**src/inc/evt_counter_pkg.sv**
```systemverilog
// constants and types shared by the event counter channel
`default_nettype none
package evt_counter_pkg;
	localparam int CNT_W = 16;
	localparam logic [15:0] CNT_MAX = 16'hFFFF;
	localparam logic [15:0] CNT_ZERO = 16'h0000;
	localparam logic [15:0] CNT_ONE = 16'h0001;
	localparam logic [15:0] COUNT_RST = 16'h0000;
	localparam logic [15:0] RELOAD_RST = 16'h0000;
	// event source select codes
	localparam logic [1:0] SRC_PIN = 2'h0;
	localparam logic [1:0] SRC_TB2 = 2'h1;
	localparam logic [1:0] SRC_PREV = 2'h2;
	localparam logic [1:0] SRC_NEXT = 2'h3;
	// channel numbering of the timer A group
	localparam logic [2:0] CH_FIRST = 3'h0;
	localparam logic [2:0] CH_LAST = 3'h4;
	localparam logic [2:0] CH_STEP = 3'h1;
	localparam logic [2:0] CH_QUAD_NORMAL = 3'h2;
	localparam logic [2:0] CH_QUAD_SELECT = 3'h3;
	localparam logic [2:0] CH_QUAD_X4 = 3'h4;
	localparam int NUM_CH = 5;

	typedef enum logic [2:0] {
		ST_IDLE = 3'b001,
		ST_ARMED = 3'b010,
		ST_RUN = 3'b100
	} run_state_t;
endpackage
`default_nettype wire

```
**src/rtl/pin_sync_edge.sv**
```systemverilog
// two-stage pin synchroniser with edge detection
`timescale 1ns/1ps
`default_nettype none
module pin_sync_edge (
	input wire logic i_core_clk,
	input wire logic i_sys_rst,
	input wire logic i_pin,
	output logic o_level,
	output logic o_rise,
	output logic o_fall
);
	typedef struct packed {
		logic meta;
		logic level;
		logic prev;
		logic [2:0] warm;
	} sync_state_t;

	sync_state_t st_q;
	sync_state_t st_d;

	// meta feeds only the second stage; edges compare the settled stages
	always_comb begin
		st_d = st_q;
		st_d.meta = i_pin;
		st_d.level = st_q.meta;
		st_d.prev = st_q.level;
		// edges masked until prev holds a real sample: an idle-high pin gives no false edge
		st_d.warm = {st_q.warm[1:0], 1'b1};
	end

	always_ff @(posedge i_core_clk or posedge i_sys_rst) begin
		if (i_sys_rst) begin
			st_q <= '0;
		end else begin
			st_q <= st_d;
		end
	end

	assign o_level = st_q.level;
	assign o_rise = st_q.warm[2] & st_q.level & ~st_q.prev;
	assign o_fall = st_q.warm[2] & ~st_q.level & st_q.prev;
endmodule // pin_sync_edge
`default_nettype wire

```
**src/rtl/quad_step_decode.sv**
```systemverilog
// two-phase decoder: turns synchronised edges into up or down steps
`timescale 1ns/1ps
`default_nettype none
module quad_step_decode (
	input wire logic i_x4,
	input wire logic i_a_level,
	input wire logic i_a_rise,
	input wire logic i_a_fall,
	input wire logic i_b_level,
	input wire logic i_b_rise,
	input wire logic i_b_fall,
	output logic o_up,
	output logic o_down
);
	logic up_raw;
	logic down_raw;

	always_comb begin
		if (i_x4) begin
			up_raw = (i_a_rise & i_b_level) | (i_b_fall & i_a_level) | (i_a_fall & ~i_b_level) | (i_b_rise & ~i_a_level);
			down_raw = (i_a_fall & i_b_level) | (i_b_rise & i_a_level) | (i_a_rise & ~i_b_level) | (i_b_fall & ~i_a_level);
		end else begin
			up_raw = i_a_rise & i_b_level;
			down_raw = i_a_fall & i_b_level;
		end
	end

	// in x4, both pins moving in one sample is a lost phase; count nothing
	assign o_up = up_raw & ~down_raw;
	assign o_down = down_raw & ~up_raw;
endmodule // quad_step_decode
`default_nettype wire

```
**src/rtl/evt_counter_channel.sv**
```systemverilog
// one 16-bit event counter channel with two-phase decoding and index clear
`timescale 1ns/1ps
`default_nettype none
// Functional notes
// (RL1) count events come from a chosen input pin edge, B2, or neighbour wraps
// (RL2) following neighbour is i+1 with 4 wrapping to 0; preceding i-1, 0 to 4
// (RL3) out pin as direction input: low counts down, high up; or program bit
// (RL4) reload mode: each wrap loads the reload value and counting goes on
// (RL5) free-run: wraps pass through without loading the reload value
// (RL6) period for value n is FFFFh-n+1 events up, n+1 events down
// (RL7) start bit 1 starts counting, start bit 0 stops it
// (RL8) every overflow or underflow raises the interrupt request
// (RL9) reading the count register gives the live counter
// (RL10) writes before the first event after start load counter and reload
// (RL11) writes after the first event load only reload; counter takes it on reload
// (RL12) pulse output toggles on each wrap, low while the start bit is 0
// (RL13) pin edges count only when the source select equals 00b
// (RL14) channels 2, 3 and 4 decode two-phase signals on both pins
// (RL15) normal two-phase: in rising up, in falling down, only while out is high
// (RL16) x4: every edge of both pins counts, direction from the phase relation
// (RL17) channel 3 selects normal or x4; channel 2 fixed normal, 4 fixed x4
// (RL18) software enables two-phase, selects source 00b, sets both pins as inputs
// (RL19) on channel 3 the index input clears the counter to zero
// (RL20) index clear only on channel 3, free-run x4 two-phase, enable bit set
// (RL21) the clear after an index edge takes effect at the next count event
// (RL22) a flag set by the first event after start, cleared at stop, routes writes
// (RL23) two-phase pins are synchronised and edge-detected; one step per transition
module evt_counter_channel
#(
	parameter logic [2:0] CHANNEL = 3'h3
) (
	input wire logic i_core_clk,
	input wire logic i_sys_rst,
	input wire logic i_timer_input_pin,
	input wire logic i_timer_out_pin,
	input wire logic i_index_pin,
	input wire logic i_count_start_bit,
	input wire logic [1:0] i_event_source_sel,
	input wire logic i_count_rising_edge,
	input wire logic i_dir_from_pin,
	input wire logic i_direction_flag_reg,
	input wire logic i_free_run,
	input wire logic i_pulse_out_en,
	input wire logic i_two_phase_enable,
	input wire logic i_quad_processing_select,
	input wire logic i_index_clear_enable,
	input wire logic i_index_rising_edge,
	input wire logic i_tb2_wrap,
	input wire logic [evt_counter_pkg::NUM_CH-1:0] i_ta_wrap,
	input wire logic i_count_wr,
	input wire logic [evt_counter_pkg::CNT_W-1:0] i_count_wr_data,
	output logic [evt_counter_pkg::CNT_W-1:0] o_count_register,
	output logic [evt_counter_pkg::CNT_W-1:0] o_reload_value,
	output logic o_wrap_irq,
	output logic o_first_event_seen,
	output logic o_timer_out_pin,
	output logic o_timer_out_pin_oe
);
	import evt_counter_pkg::*;

	typedef struct packed {
		run_state_t phase;
		logic [CNT_W-1:0] count;
		logic [CNT_W-1:0] reload;
		logic irq;
		logic toggle;
		logic out_oe;
		logic index_pend;
	} chan_state_t;

	chan_state_t st_q;
	chan_state_t st_d;

	function automatic logic [2:0] prev_ch(input logic [2:0] ch);
		prev_ch = (ch == CH_FIRST) ? CH_LAST : 3'(ch - CH_STEP);
	endfunction

	function automatic logic [2:0] next_ch(input logic [2:0] ch);
		next_ch = (ch == CH_LAST) ? CH_FIRST : 3'(ch + CH_STEP);
	endfunction

	logic in_level;
	logic in_rise;
	logic in_fall;
	logic out_level;
	logic out_rise;
	logic out_fall;
	logic idx_rise;
	logic idx_fall;
	logic q_up;
	logic q_down;
	logic quad_chan;
	logic quad_x4;
	logic quad_on;
	logic src_event;
	logic ev;
	logic up;
	logic at_limit;
	logic [CNT_W-1:0] stepped;
	logic idx_ok;
	logic idx_edge;
	logic idx_apply;
	logic wr_load;
	logic wrap_evt;

	pin_sync_edge u_in_sync (
		.i_core_clk(i_core_clk),
		.i_sys_rst(i_sys_rst),
		.i_pin(i_timer_input_pin),
		.o_level(in_level),
		.o_rise(in_rise),
		.o_fall(in_fall)
	);

	pin_sync_edge u_out_sync (
		.i_core_clk(i_core_clk),
		.i_sys_rst(i_sys_rst),
		.i_pin(i_timer_out_pin),
		.o_level(out_level),
		.o_rise(out_rise),
		.o_fall(out_fall)
	);

	pin_sync_edge u_idx_sync (
		.i_core_clk(i_core_clk),
		.i_sys_rst(i_sys_rst),
		.i_pin(i_index_pin),
		.o_level(),
		.o_rise(idx_rise),
		.o_fall(idx_fall)
	);

	// see (RL14) see (RL17)
	assign quad_chan = (CHANNEL == CH_QUAD_NORMAL) || (CHANNEL == CH_QUAD_SELECT) || (CHANNEL == CH_QUAD_X4);
	assign quad_x4 = (CHANNEL == CH_QUAD_X4) || ((CHANNEL == CH_QUAD_SELECT) && i_quad_processing_select);
	// two-phase only counts with the pin source selected, as software must set up
	assign quad_on = quad_chan && i_two_phase_enable && (i_event_source_sel == SRC_PIN); // see (RL18)

	// see (RL15) see (RL16) see (RL23)
	quad_step_decode u_quad (
		.i_x4(quad_x4),
		.i_a_level(in_level),
		.i_a_rise(in_rise),
		.i_a_fall(in_fall),
		.i_b_level(out_level),
		.i_b_rise(out_rise),
		.i_b_fall(out_fall),
		.o_up(q_up),
		.o_down(q_down)
	);

	always_comb begin
		case (i_event_source_sel)
			SRC_PIN: src_event = i_count_rising_edge ? in_rise : in_fall; // see (RL13)
			SRC_TB2: src_event = i_tb2_wrap; // see (RL1)
			SRC_PREV: src_event = i_ta_wrap[prev_ch(CHANNEL)]; // see (RL2)
			SRC_NEXT: src_event = i_ta_wrap[next_ch(CHANNEL)]; // see (RL2)
			default: src_event = 1'b0;
		endcase
	end

	// stop gates every source, so the counter freezes at once
	assign ev = i_count_start_bit && (quad_on ? (q_up | q_down) : src_event); // see (RL7)
	assign up = quad_on ? q_up : (i_dir_from_pin ? out_level : i_direction_flag_reg); // see (RL3)
	assign at_limit = up ? (st_q.count == CNT_MAX) : (st_q.count == CNT_ZERO); // see (RL6)
	assign stepped = up ? 16'(st_q.count + CNT_ONE) : 16'(st_q.count - CNT_ONE);

	assign idx_ok = (CHANNEL == CH_QUAD_SELECT) && quad_on && quad_x4 && i_free_run && i_index_clear_enable; // see (RL20)
	assign idx_edge = i_index_rising_edge ? idx_rise : idx_fall;
	assign idx_apply = idx_ok && st_q.index_pend && ev; // see (RL21)
	// a stop in the run state already counts as stopped for write routing
	assign wr_load = i_count_wr && (!i_count_start_bit || (st_q.phase != ST_RUN)); // see (RL22)
	// a clear replaces the step, so it never doubles as a wrap
	assign wrap_evt = ev && at_limit && !idx_apply && !wr_load;

	always_comb begin
		st_d = st_q;
		st_d.irq = 1'b0;
		case (st_q.phase)
			ST_IDLE: begin
				if (i_count_start_bit) begin
					// an event in the start cycle is already the first one
					st_d.phase = ev ? ST_RUN : ST_ARMED; // see (RL22)
				end
			end
			ST_ARMED: begin
				if (!i_count_start_bit) begin
					st_d.phase = ST_IDLE;
				end else if (ev) begin
					st_d.phase = ST_RUN; // see (RL22)
				end
			end
			ST_RUN: begin
				if (!i_count_start_bit) begin
					st_d.phase = ST_IDLE;
				end
			end
			default: st_d.phase = ST_IDLE;
		endcase

		if (wr_load) begin
			// write beats a same-cycle first event
			st_d.count = i_count_wr_data; // see (RL10)
			st_d.reload = i_count_wr_data;
		end else begin
			if (i_count_wr) begin
				st_d.reload = i_count_wr_data; // see (RL11)
			end
			if (idx_apply) begin
				st_d.count = CNT_ZERO; // see (RL19)
			end else if (wrap_evt) begin
				st_d.irq = 1'b1; // see (RL8)
				st_d.count = i_free_run ? stepped : st_q.reload; // see (RL4) see (RL5)
			end else if (ev) begin
				st_d.count = stepped;
			end
		end

		// new index edge wins over the clear being used up
		st_d.index_pend = idx_ok && (idx_edge || (st_q.index_pend && !ev));

		if (!i_count_start_bit || !i_pulse_out_en) begin
			st_d.toggle = 1'b0; // see (RL12)
		end else if (wrap_evt) begin
			st_d.toggle = !st_q.toggle; // see (RL12)
		end
		st_d.out_oe = i_pulse_out_en && !quad_on && !i_dir_from_pin;
	end

	always_ff @(posedge i_core_clk or posedge i_sys_rst) begin
		if (i_sys_rst) begin
			st_q.phase <= ST_IDLE;
			st_q.count <= COUNT_RST;
			st_q.reload <= RELOAD_RST;
			st_q.irq <= 1'b0;
			st_q.toggle <= 1'b0;
			st_q.out_oe <= 1'b0;
			st_q.index_pend <= 1'b0;
		end else begin
			st_q <= st_d;
		end
	end

	assign o_count_register = st_q.count; // see (RL9)
	assign o_reload_value = st_q.reload;
	assign o_wrap_irq = st_q.irq;
	assign o_first_event_seen = (st_q.phase == ST_RUN);
	assign o_timer_out_pin = st_q.toggle;
	assign o_timer_out_pin_oe = st_q.out_oe;
endmodule // evt_counter_channel
`default_nettype wire

```
**config.mk**
```make
export PLATFORM = sky130hd
export DESIGN_NAME = evt_counter_channel
export DESIGN_NICKNAME = d
export VERILOG_FILES = /design/src/inc/evt_counter_pkg.sv /design/src/rtl/pin_sync_edge.sv /design/src/rtl/quad_step_decode.sv /design/src/rtl/evt_counter_channel.sv
export SDC_FILE = /design/constraint.sdc
export NUM_CORES = 1
export LEC_CHECK = 0
export BUFFER_PORTS_ARGS = -buffer_cell sky130_fd_sc_hd__buf_2
export CORE_UTILIZATION = 60
export DETAILED_ROUTE_END_ITERATION = 10
export GPL_TIMING_DRIVEN = 0
export PLACE_DENSITY = 0.95
export SETUP_SLACK_MARGIN = 0.02
export SLEW_MARGIN = 10
export SYNTH_ARGS = -nofsm -noshare
export SYNTH_HDL_FRONTEND = slang
export SYNTH_SLANG_ARGS = --single-unit
```
**constraint.sdc**
```tcl
create_clock -name i_core_clk -period 7.29 [get_ports i_core_clk]
set_input_delay 0.729 -clock i_core_clk [delete_from_list [all_inputs] [get_ports i_core_clk]]
set_output_delay 0.729 -clock i_core_clk [all_outputs]
set_load 0.01 [all_outputs]
```
# Word-level counts from Yosys, hierarchy flattened
# Index checks and enable logic that the tools add are counted.
# op_classes
addsub	2
eq_ne	11
n_mux	27
bitwise	37
reduce_logical	32
# ops
op	count
2-to-1 mux 16 bit	6
2-to-1 mux 32 bit	1
bitwise AND 1 bit	22
adder 16 x 1 -> 16 bit (second input constant)	1
equality test 16 bit (second input constant)	1
logical NOT 16 bit	1
subtractor 16 x 1 -> 16 bit (second input constant)	1
logical AND 1 bit	15
2-to-1 mux 3 bit	5
2-to-1 mux 1 bit	13
one-hot mux 3 bit (3 select lines)	1
logical NOT 1 bit	8
inverter 1 bit	8
bitwise OR 1 bit	7
!= test 3 bit (second input constant)	2
equality test 2 bit (second input constant)	2
!= test 2 bit (second input constant)	2
one-hot mux 1 bit (4 select lines)	1
nonzero test 2 bit	2
nonzero test 4 bit	1
equality test 3 x 1 -> 1 bit (second input constant)	1
equality test 3 x 2 -> 1 bit (second input constant)	1
equality test 3 bit (second input constant)	1
logical OR 1 bit	3
other kinds (3)	3
# word_totals
ff_bits	57
inputBits	40
out_inout_bits	36
word_cells	128

# Longest topological paths before layout
# Gate-level depths: netlist of run 1.
# logic_depth
word_depth	20
mapped_depth	22

# Cells and area by module
# Synthesis of run 1 repeated with hierarchy kept, for this count alone.
# unflattened
hier_cells	338
area_unflattened_um2	3352.0
# modules_own_cells
module	n_inst	cells_each	area_each_um2	seq_area_each_um2
evt_counter_channel	1	295	2727.6	977.2
pin_sync_edge	3	10	175.2	150.1
quad_step_decode	1	13	98.8	0.0

# Worst setup path after synthesis of run 1
# OpenSTA, ideal clock, no wires.
# synth_path
path_type	register -> register
from	register u_out_sync.st_q[3] in the netlist's numbering
to	register st_q (netlist bit o_count_register[6])
setup_time_ns	0.126
t_arrival_ns	4.194
t_required_ns	7.164
setup_slack_ns	2.970
path_stages_with_launch	22
period_less_slack_ns	4.320
cell_sequence	dfrtp_1 > clkbuf_1 > mux2i_1 > o21ai_0 > nand2_1 > o31ai_1 > and2_1 > ha_1 > or4b_4 > a21boi_4 > buf_6 > buf_4 > buf_4 > xnor2_1 > ha_1 > or3b_2 > a22oi_1 > o21ai_0 > o21ai_1 > o311ai_2 > xnor2_1 > a221o_1
# synth_between
elab_chain_len	19
# synth_rtl
element	line	source
from (decl)	pin_sync_edge.sv:19	sync_state_t st_q;
from (signal assigned)	pin_sync_edge.sv:36	st_q <= st_d;
inverter 1 bit	pin_sync_edge.sv:41	assign o_rise = st_q.warm[2] & st_q.level & ~st_q.prev;
bitwise AND 1 bit	pin_sync_edge.sv:41	
bitwise AND 1 bit	quad_step_decode.sv:21	down_raw = (i_a_fall & i_b_level) | (i_b_rise & i_a_level) | (i_a_rise & ~i_b_level) | (i_b_fall & ~i_a_level) ...
bitwise OR 1 bit (3 in series)	quad_step_decode.sv:21	
2-to-1 mux 1 bit	quad_step_decode.sv:19	if (i_x4) begin
inverter 1 bit	quad_step_decode.sv:29	assign o_up = up_raw & ~down_raw;
bitwise AND 1 bit	quad_step_decode.sv:29	
bitwise OR 1 bit	evt_counter_channel.sv:163	assign ev = i_count_start_bit && (quad_on ? (q_up | q_down) : src_event);
2-to-1 mux 1 bit	evt_counter_channel.sv:163	
logical AND 1 bit	evt_counter_channel.sv:163	
logical AND 1 bit	evt_counter_channel.sv:170	assign idx_apply = idx_ok && st_q.index_pend && ev;
logical NOT 1 bit	evt_counter_channel.sv:174	assign wrap_evt = ev && at_limit && !idx_apply && !wr_load;
logical AND 1 bit (2 in series)	evt_counter_channel.sv:174	
2-to-1 mux 16 bit	evt_counter_channel.sv:211	end else if (wrap_evt) begin
2-to-1 mux 16 bit	evt_counter_channel.sv:209	if (idx_apply) begin
2-to-1 mux 32 bit	evt_counter_channel.sv:201	if (wr_load) begin
to (signal assigned)	evt_counter_channel.sv:240	st_q <= st_d;
to (decl)	evt_counter_channel.sv:71	chan_state_t st_q;
# Several ways; a longest one is shown, not always the timed one. The select of a mux whose other input is x is not followed.
# A chain may end at the register's enable or synchronous reset.

# Worst setup path after layout of run 1
# Same ends and word-level chain as after synthesis.

==> results of run 1 <==
[power breakdown]
group	internal, mW	switching, mW	leakage [nW]
logic	0.165	0.206	1.23
clock network	0.0715	0.110	0.0467
registers	0.316	0.0345	0.602
[worst min-delay path by stage]
stage | startpoint | to | slack (ps)
final | u_in_sync.st_d[4] | u_in_sync.o_level | 360
after global placement | u_out_sync.st_d[4] | u_out_sync.o_level | 330
after detailed placement | u_in_sync.st_d[4] | u_in_sync.o_level | 340
after floorplan | u_idx_sync.st_d[4] | u_idx_sync.o_level | 330
after CTS | u_in_sync.st_d[4] | u_in_sync.o_level | 360
after global routing | u_idx_sync.st_d[2] | u_idx_sync.st_q[2] | 370
[per-stage QoR]
stage | instances | cell area [sq um]
floorplan | 414 | 3700
global placement | 559 | 4140
detailed placement | 560 | 4160
CTS | 568 | 4260
global route | 568 | 4260
finish | 568 | 4260
[registers in the layout, indices dropped and copies added (netlist names)]
| signal | count |
|---|---|
| u_idx_sync.o_level | 1 |
| u_out_sync.st_d | 1 |
| u_in_sync.o_level | 1 |
| u_in_sync.st_q | 1 |
| o_reload_value | 16 |
| u_idx_sync.st_q | 2 |
| u_out_sync.o_level | 1 |
| o_timer_out_pin_oe | 1 |
| o_wrap_irq | 1 |
| o_count_register | 16 |
| st_q | 4 |
| u_idx_sync.st_d | 3 |
| u_out_sync.st_q | 1 |
| o_timer_out_pin | 1 |
| u_in_sync.st_d | 1 |
[final cells by class]
type	count	share of cell area, %
tap	75	2.20
timing repair buffer	71	8.70
clock buffer	5	1.62
inverter	14	1.23
clock inverter	3	0.647
sequential	51	30.0
multi-input combinational	290	47.1
buffer	59	8.52
[worst register-to-register path, delay by kind of cell (launching register included)]
kind                     cells  cell delay, ps
flip-flops                   1             340
XOR/XNOR                     2             350
multiplexers                 1             240
AO/OA/AOI/OAI                8            1390
buffers and inverters        4             780
adder cells (fa/ha/maj)      2             500
AND/OR/NAND/NOR              4            1300
[kinds of logic (layout without fill, tap and decap cells)]
logic type | Yosys count | count (layout) | synth area share, %
AOI/OAI and AO/OA | 119 | 119 | 22.0
and+or+nand+nor | 109 | 109 | 15.3
buffers and inverters | 73 | 152 | 11.2
DFF | 51 | 51 | 34.6
muxes | 30 | 30 | 8.97
xor gates and xnor gates | 26 | 26 | 6.16
adders and majority gates | 5 | 5 | 1.69
other | 1 | 1 | 0.101
[per-layer routing]
metal	global-route usage, %	up-vias	wire [microns]	share of wire (%)
met1	47.6	1697	4170	40
met4	12.1	0	221	2.1
met3	5.11	23	980	9.5
li1	-	1626	-	-
met5	0	-	0	0
met2	54.0	245	4950	48
[cell usage in the layout, fill, tap and decap left out, types with 5 or more instances in the layout]
master and count:
a21oi_1 31, a2bb2oi_1 8, a31oi_1 6, buf_2 72, buf_4 35, clkbuf_1 19, clkbuf_8 5, dfrtp_1 50
ha_1 5, inv_1 12, mux2_2 18, mux2i_1 10, nand2_1 15, nand3_1 13, nand4_1 6, nor2_1 36
nor3_1 7, o21ai_0 24, o22ai_1 5, xnor2_1 25
==> summary.md, run 1 <==
| Metric | Value |
|---|---|
| Outcome | finished clean |
| Area leader, netlist | dfrtp_1 |
| Antenna fix cells | 0 |
| Final worst setup slack | ~2300 ps |
| Final net count | 537 |
| Worst setup path class | reg2reg |
| Register area | 1280 sq um |
| WP depth | 21 |
| Reg2Reg Launch Point | u_out_sync.st_q[3] |
| Drt total wl | roughly 10 mm |
| Drt pass-1 iters | 5 |
| Fill count | 450 |
| Final Max Tran Viols | 0 |
| Crit path max fanout | 10 |
| Clock root cell | clkbuf_8 |
| Boundary Pins | 76 |
| Layout cells sized above 1 | 30.6% |
| Yosys Warn Count | 0 |
| Final Hold Vio Count | 0 |
| #FFs+latches synth | 51 |
| Synthesized cell area | 3700 sq um |
| Synth Net Count | roughly 460 |
| Die width | 80.5 microns |
| Slew Limit Headroom | 38.6% |
| Iter 0 DRT Violations | around 420 |
| Worst Hold Path Cells | 0 |
| CTS tree | done |
| Post-CTS Setup Inserts | 0 |
| Remaining Overflow, GRT | 0 |
| Die area | ~6500 sq um |
| Worst r2r dst | o_count_register[6] |
| Area taken by multi-input logic gates | approximately 2000 sq um |
| PwrDens | between 200 and 250 nW/um^2 |
| Antenna Nets Post-Route | 0 |
| Post-CTS Hold Fix Bufs | 0 |
| Fmax | around 200 MHz |
| CP Launch Type | flip-flop |
| Area Growth Syn to Fin | 15.2% |
| Syn avg cell area | approximately 8.9 sq um |
| Post-CTS resize count | 0 |
| Rows | 28 |
| Worst Setup EP | o_count_register[6] |
| CTS Buffer Depth | 2 |
| CP startpoint | u_out_sync.st_q[3] |
| Power, Total | 902 uW |
| Via total after detailed routing | 3591 |
| Reg clk slew, reported paths | between 100 and 150 ps |
| Util after Layout | 71.9% |
| Setup slack, reg-to-reg | between 2000 and 2500 ps |
| Leak | 1.88 nW |
| TNS Setup | 0 ps |
| Synth Flop Type | dfrtp_1 |
| Initial antenna violation count | 0 |
| Period Utilization, post-route | approximately 70% |
| H-tree levels | 2 |
| Synth top area cells | dfrtp_1 (34%), buf_4 (7.1%), xnor2_1 (5.9%) |
| Pre-CTS setup slack | approximately 2400 ps |
| WP data arrival | approximately 5200 ps |
| Hold slack | roughly 360 ps |
| Core area | around 6000 sq um |
| Worst-case reg-to-reg path depth | 21 |
| Fraction of registers with async set/reset | between 90% and 100% |
| Worst EP required | ~7500 ps |
| Critical-path top delay cell | or4b_4 |
| Min Clock Period, post-route | between 4000 and 5000 ps |
| CP endpoint kind | flip-flop |
| Routability cong. | around 1 |
| Mapped Cells | just over 400 |
| Post-synth EDFFs | 0 |
| RSZ-0062 raised after global routing | no |
| Slew @ Worst Pin | 919 ps |
| Largest net degree at the start of global routing | 38 |
| Synth cell count leaders | dfrtp_1 (50), nor2_1 (36), buf_4 (35) |
| WP buf/inv | 4 |
| CP cell instances | clkbuf_1 -> mux2i_1 -> o21ai_0 -> nand2_1 -> o31ai_1 -> and2_1 -> ha_1 -> or4b_4 -> a21boi_4 -> buf_6 -> buf_4 -> buf_4 -> xnor2_1 -> ha_1 -> or3b_2 -> a22oi_1 -> o21ai_0 -> o21ai_1 -> o311ai_2 -> xnor2_1 -> a221o_1 |
| Initial core utilization | between 60% and 70% |
| Peak supply drop | roughly 160 uV |
| Number of global-route vias before repair | between 3000 and 4000 |
| Post-synth top area share | about a third |
| Synth cell types | 66 |
| Final-report setup violation count | 0 |
| Clock sink total | just over 50 |
| CTS buffer count | 5 |
| Drt drc | 0 |
| Die height | between 80 and 90 microns |
| MaxCap Viol Count | 0 |
| Min-Delay Path Class | reg2reg |
| GRT Overall Usage | approximately 34% |
| Detail-routed via count per cell | approximately 6.3 |
| IO buf count | 70 |
| Hpwl dp | roughly 8 mm |
| Worst path top cell family by delay | compound AO/OA/AOI/OAI gates |
| Slowest cell delay on critical path | approximately 540 ps |
| Top-count cell post-synth | dfrtp_1 |
| WL/cell | roughly 18 microns |
| Layout Skew | 6.41 ps |
| First-pass GRT wire length | between 15 and 20 mm |
| Sequential share of the synthesized area | between 30% and 40% |
| Worst skew pair latency | about 310 ps |
Note: power is estimated with default switching activity, not from simulation.
==> run 2: changes to the inputs <==
--- a/config.mk
+++ b/config.mk
@@ -6,10 +6,10 @@
 export NUM_CORES = 1
 export LEC_CHECK = 0
 export BUFFER_PORTS_ARGS = -buffer_cell sky130_fd_sc_hd__buf_2
-export CORE_UTILIZATION = 60
+export CORE_UTILIZATION = 56
 export DETAILED_ROUTE_END_ITERATION = 10
 export GPL_TIMING_DRIVEN = 0
-export PLACE_DENSITY = 0.95
+export PLACE_DENSITY = 0.91
 export SETUP_SLACK_MARGIN = 0.02
 export SLEW_MARGIN = 10
 export SYNTH_ARGS = -nofsm -noshare
==> constraint.sdc (replaced) <==
create_clock -name i_core_clk -period 4.78 [get_ports i_core_clk]
set_input_delay 0.478 -clock i_core_clk [delete_from_list [all_inputs] [get_ports i_core_clk]]
set_output_delay 0.478 -clock i_core_clk [all_outputs]
set_load 0.01 [all_outputs]
==> summary.md, run 2 (synthesis results as in run 1) <==
| Metric | Value |
|---|---|
| Remaining Overflow, GRT | 0 (unchanged) |
| H-tree levels | 2 (unchanged) |
| Largest net degree at the start of global routing | 27 (-29%) |
| Hpwl dp | 7.67 mm (-1.6%) |
| Drt pass-1 iters | 5 (unchanged) |
| Iter 0 DRT Violations | 341 (-19%) |
| Slew Limit Headroom | 41.0% (+2.4 points) |
| Fmax | 221 MHz (+10%) |
| Worst EP required | 4990 ps (-2510 ps) |
| CP Launch Type | flip-flop |
| CTS Buffer Depth | 2 (unchanged) |
| Layout Skew | 12.5 ps (+6.07 ps) |
| Commonest non-fill, non-tap cell in the layout | buf_2 |
| Register area | 1280 sq um (+0.29%) |
| Initial core utilization | 58.2% (-4.2 points) |
| Final Hold Vio Count | 0 (unchanged) |
| WL/cell | 17.8 microns (-1.9%) |
| IO buf count | 70 (unchanged) |
| Antenna Nets Post-Route | 0 (unchanged) |
| Leak | 1.91 nW (+1.6%) |
| RSZ-0062 raised after global routing | no |
| Placed cells | 562 (+0.36%) |
| Detail-routed via count per cell | 6.08 (-3.9%) |
| MaxCap Viol Count | 0 (unchanged) |
| Final worst setup slack | 253 ps (-2050 ps) |
| Pre-CTS setup slack | -112 ps (-2520 ps) |
| Via total after detailed routing | 3482 (-3.0%) |
| CTS tree | done |
| Antenna fix cells | 0 (unchanged) |
| Final Max Tran Viols | 0 (unchanged) |
| Drt total wl | 10.2 mm (-1.0%) |
| Worst-case reg-to-reg path depth | 21 (unchanged) |
| Area taken by multi-input logic gates | 2040 sq um (+1.7%) |
| Worst r2r dst | o_count_register[6] |
| Outcome | finished clean |
| Clock sink total | 51 (unchanged) |
| Core area | 6350 sq um (+7.2%) |
| Setup slack, reg-to-reg | 250 ps (-2050 ps) |
| Reg clk slew, reported paths | 110 ps (about the same) |
| Final-report setup violation count | 0 (unchanged) |
| Min Clock Period, post-route | 4530 ps (-459 ps) |
| First-pass GRT wire length | 16.8 mm (+0.37%) |
| Worst skew pair latency | 320 ps (about the same) |
| GRT Overall Usage | 29.9% (-4.3 points) |
| Reg2Reg Launch Point | u_out_sync.o_level |
| CP endpoint kind | flip-flop |
| Rows | 29 (+3.6%) |
| CTS buffer count | 5 (unchanged) |
| Final net count | 540 (+0.56%) |
| WP data arrival | 4740 ps (-450 ps) |
| Boundary Pins | 76 (unchanged) |
| Commonest non-fill, non-tap cells in the layout | buf_2 (72), dfrtp_1 (47), buf_4 (39) |
| Area Growth Syn to Fin | 17.1% |
| Min-Delay Path Class | in2async |
| Die width | 83.2 microns (+3.4%) |
| Post-CTS Hold Fix Bufs | 0 (unchanged) |
| PwrDens | 323 nW/um^2 (+52%) |
| Number of global-route vias before repair | 3390 (+0.21%) |
| Fill count | 485 (+7.8%) |
| Crit path max fanout | 10 (unchanged) |
| Die area | 6930 sq um (+7.0%) |
| Util after Layout | 68.2% (-3.7 points) |
| Die height | 83.2 microns (+3.4%) |
| Clock root cell | clkbuf_8 |
| Drt drc | 0 (unchanged) |
| Peak supply drop | 216 uV (+31%) |
| Initial antenna violation count | 0 (unchanged) |
| Slew @ Worst Pin | 883 ps (-35.9 ps) |
| Period Utilization, post-route | 94.7% (+26 points) |
| Worst setup path class | reg2reg |
| Hold slack | 204 ps (-158 ps) |
| Layout cells sized above 1 | 32.9% (+2.2 points) |
| Non-filler cells, final | 573 (+0.88%) |
| Routability cong. | 0.955 (-2.6%) |
run 2: cell types whose count changed in the layout (fill, tap and decap cells not counted), sizes merged:
cell | before | now
clkinvlp | 1 | 0
clkbuf | 24 | 23
buf | 111 | 115
clkinv | 0 | 1
run 2: layout make-up:
type                            count  area share, %
Clock buffer                        5           1.59
Tap cell                           77           2.23
Multi-Input combinational cell    290           47.1
Sequential cell                    51           29.6
Inverter                           14           1.21
Buffer                             58           8.29
Timing Repair Buffer               75           9.25
Clock inverter                      3          0.780
run 2: critical path: stages (launching register included):
cell,delay (ps)
dfrtp_2,410
inv_1,90
mux2i_1,160
nand2_1,70
o21ai_1,100
a32o_1,150
nand2_1,80
ha_2,210
or4b_4,520
a21boi_4,170
buf_6,160
buf_4,180
buf_4,200
xnor2_2,210
ha_4,200
or3b_2,480
a22oi_1,140
o21ai_1,110
o21ai_2,120
o311ai_2,130
xnor2_2,190
a221o_1,340
run 2: worst max path at each step:
stage	start	to	slack, ps	depth (start not counted)
floorplan	u_out_sync.st_q[3]	o_count_register[6]	460	21
global placement	u_out_sync.st_q[3]	o_count_register[6]	-50	21
detailed placement	u_out_sync.st_q[3]	o_count_register[6]	-110	21
CTS	u_out_sync.o_level	o_count_register[6]	80	21
global route	u_out_sync.st_q[3]	o_count_register[6]	20	21
finish	u_out_sync.o_level	o_count_register[6]	250	21
run 2: metal layers:
layer,routed length (microns),part of all wire [%],GRT usage (%),up-vias
li1,-,-,-,1627
met2,5000,49,49.0,166
met5,0,0,0,-
met3,708,6.9,5.27,18
met4,168,1.6,7.37,0
met1,4350,43,41.2,1671
run 2: where the power goes:
group          switching (mW)  total, mW  internal (mW)
registers              0.0503      0.532          0.482
logic                   0.319      0.582          0.263
clock network           0.172      0.283          0.112
run 2: what timing repair did:
item	4_1_cts	5_1_grt
buffers inserted	0	4
setup endpoints to repair	1	5
cloned	0	0
resized for setup	2	9
run 2: through the flow:
| stage | setup TNS [ps] | instance area, sq um | total power [mW] |
|---|---|---|---|
| after CTS | 0 | 4270 | 1.37 |
| after global routing | 0 | 4330 | 1.48 |
| final | 0 | 4330 | 1.40 |
| after floorplan | 0 | 3700 | 0.927 |
| after global placement | -51.3 | 4140 | 1.07 |
| after detailed placement | -112 | 4160 | 1.09 |
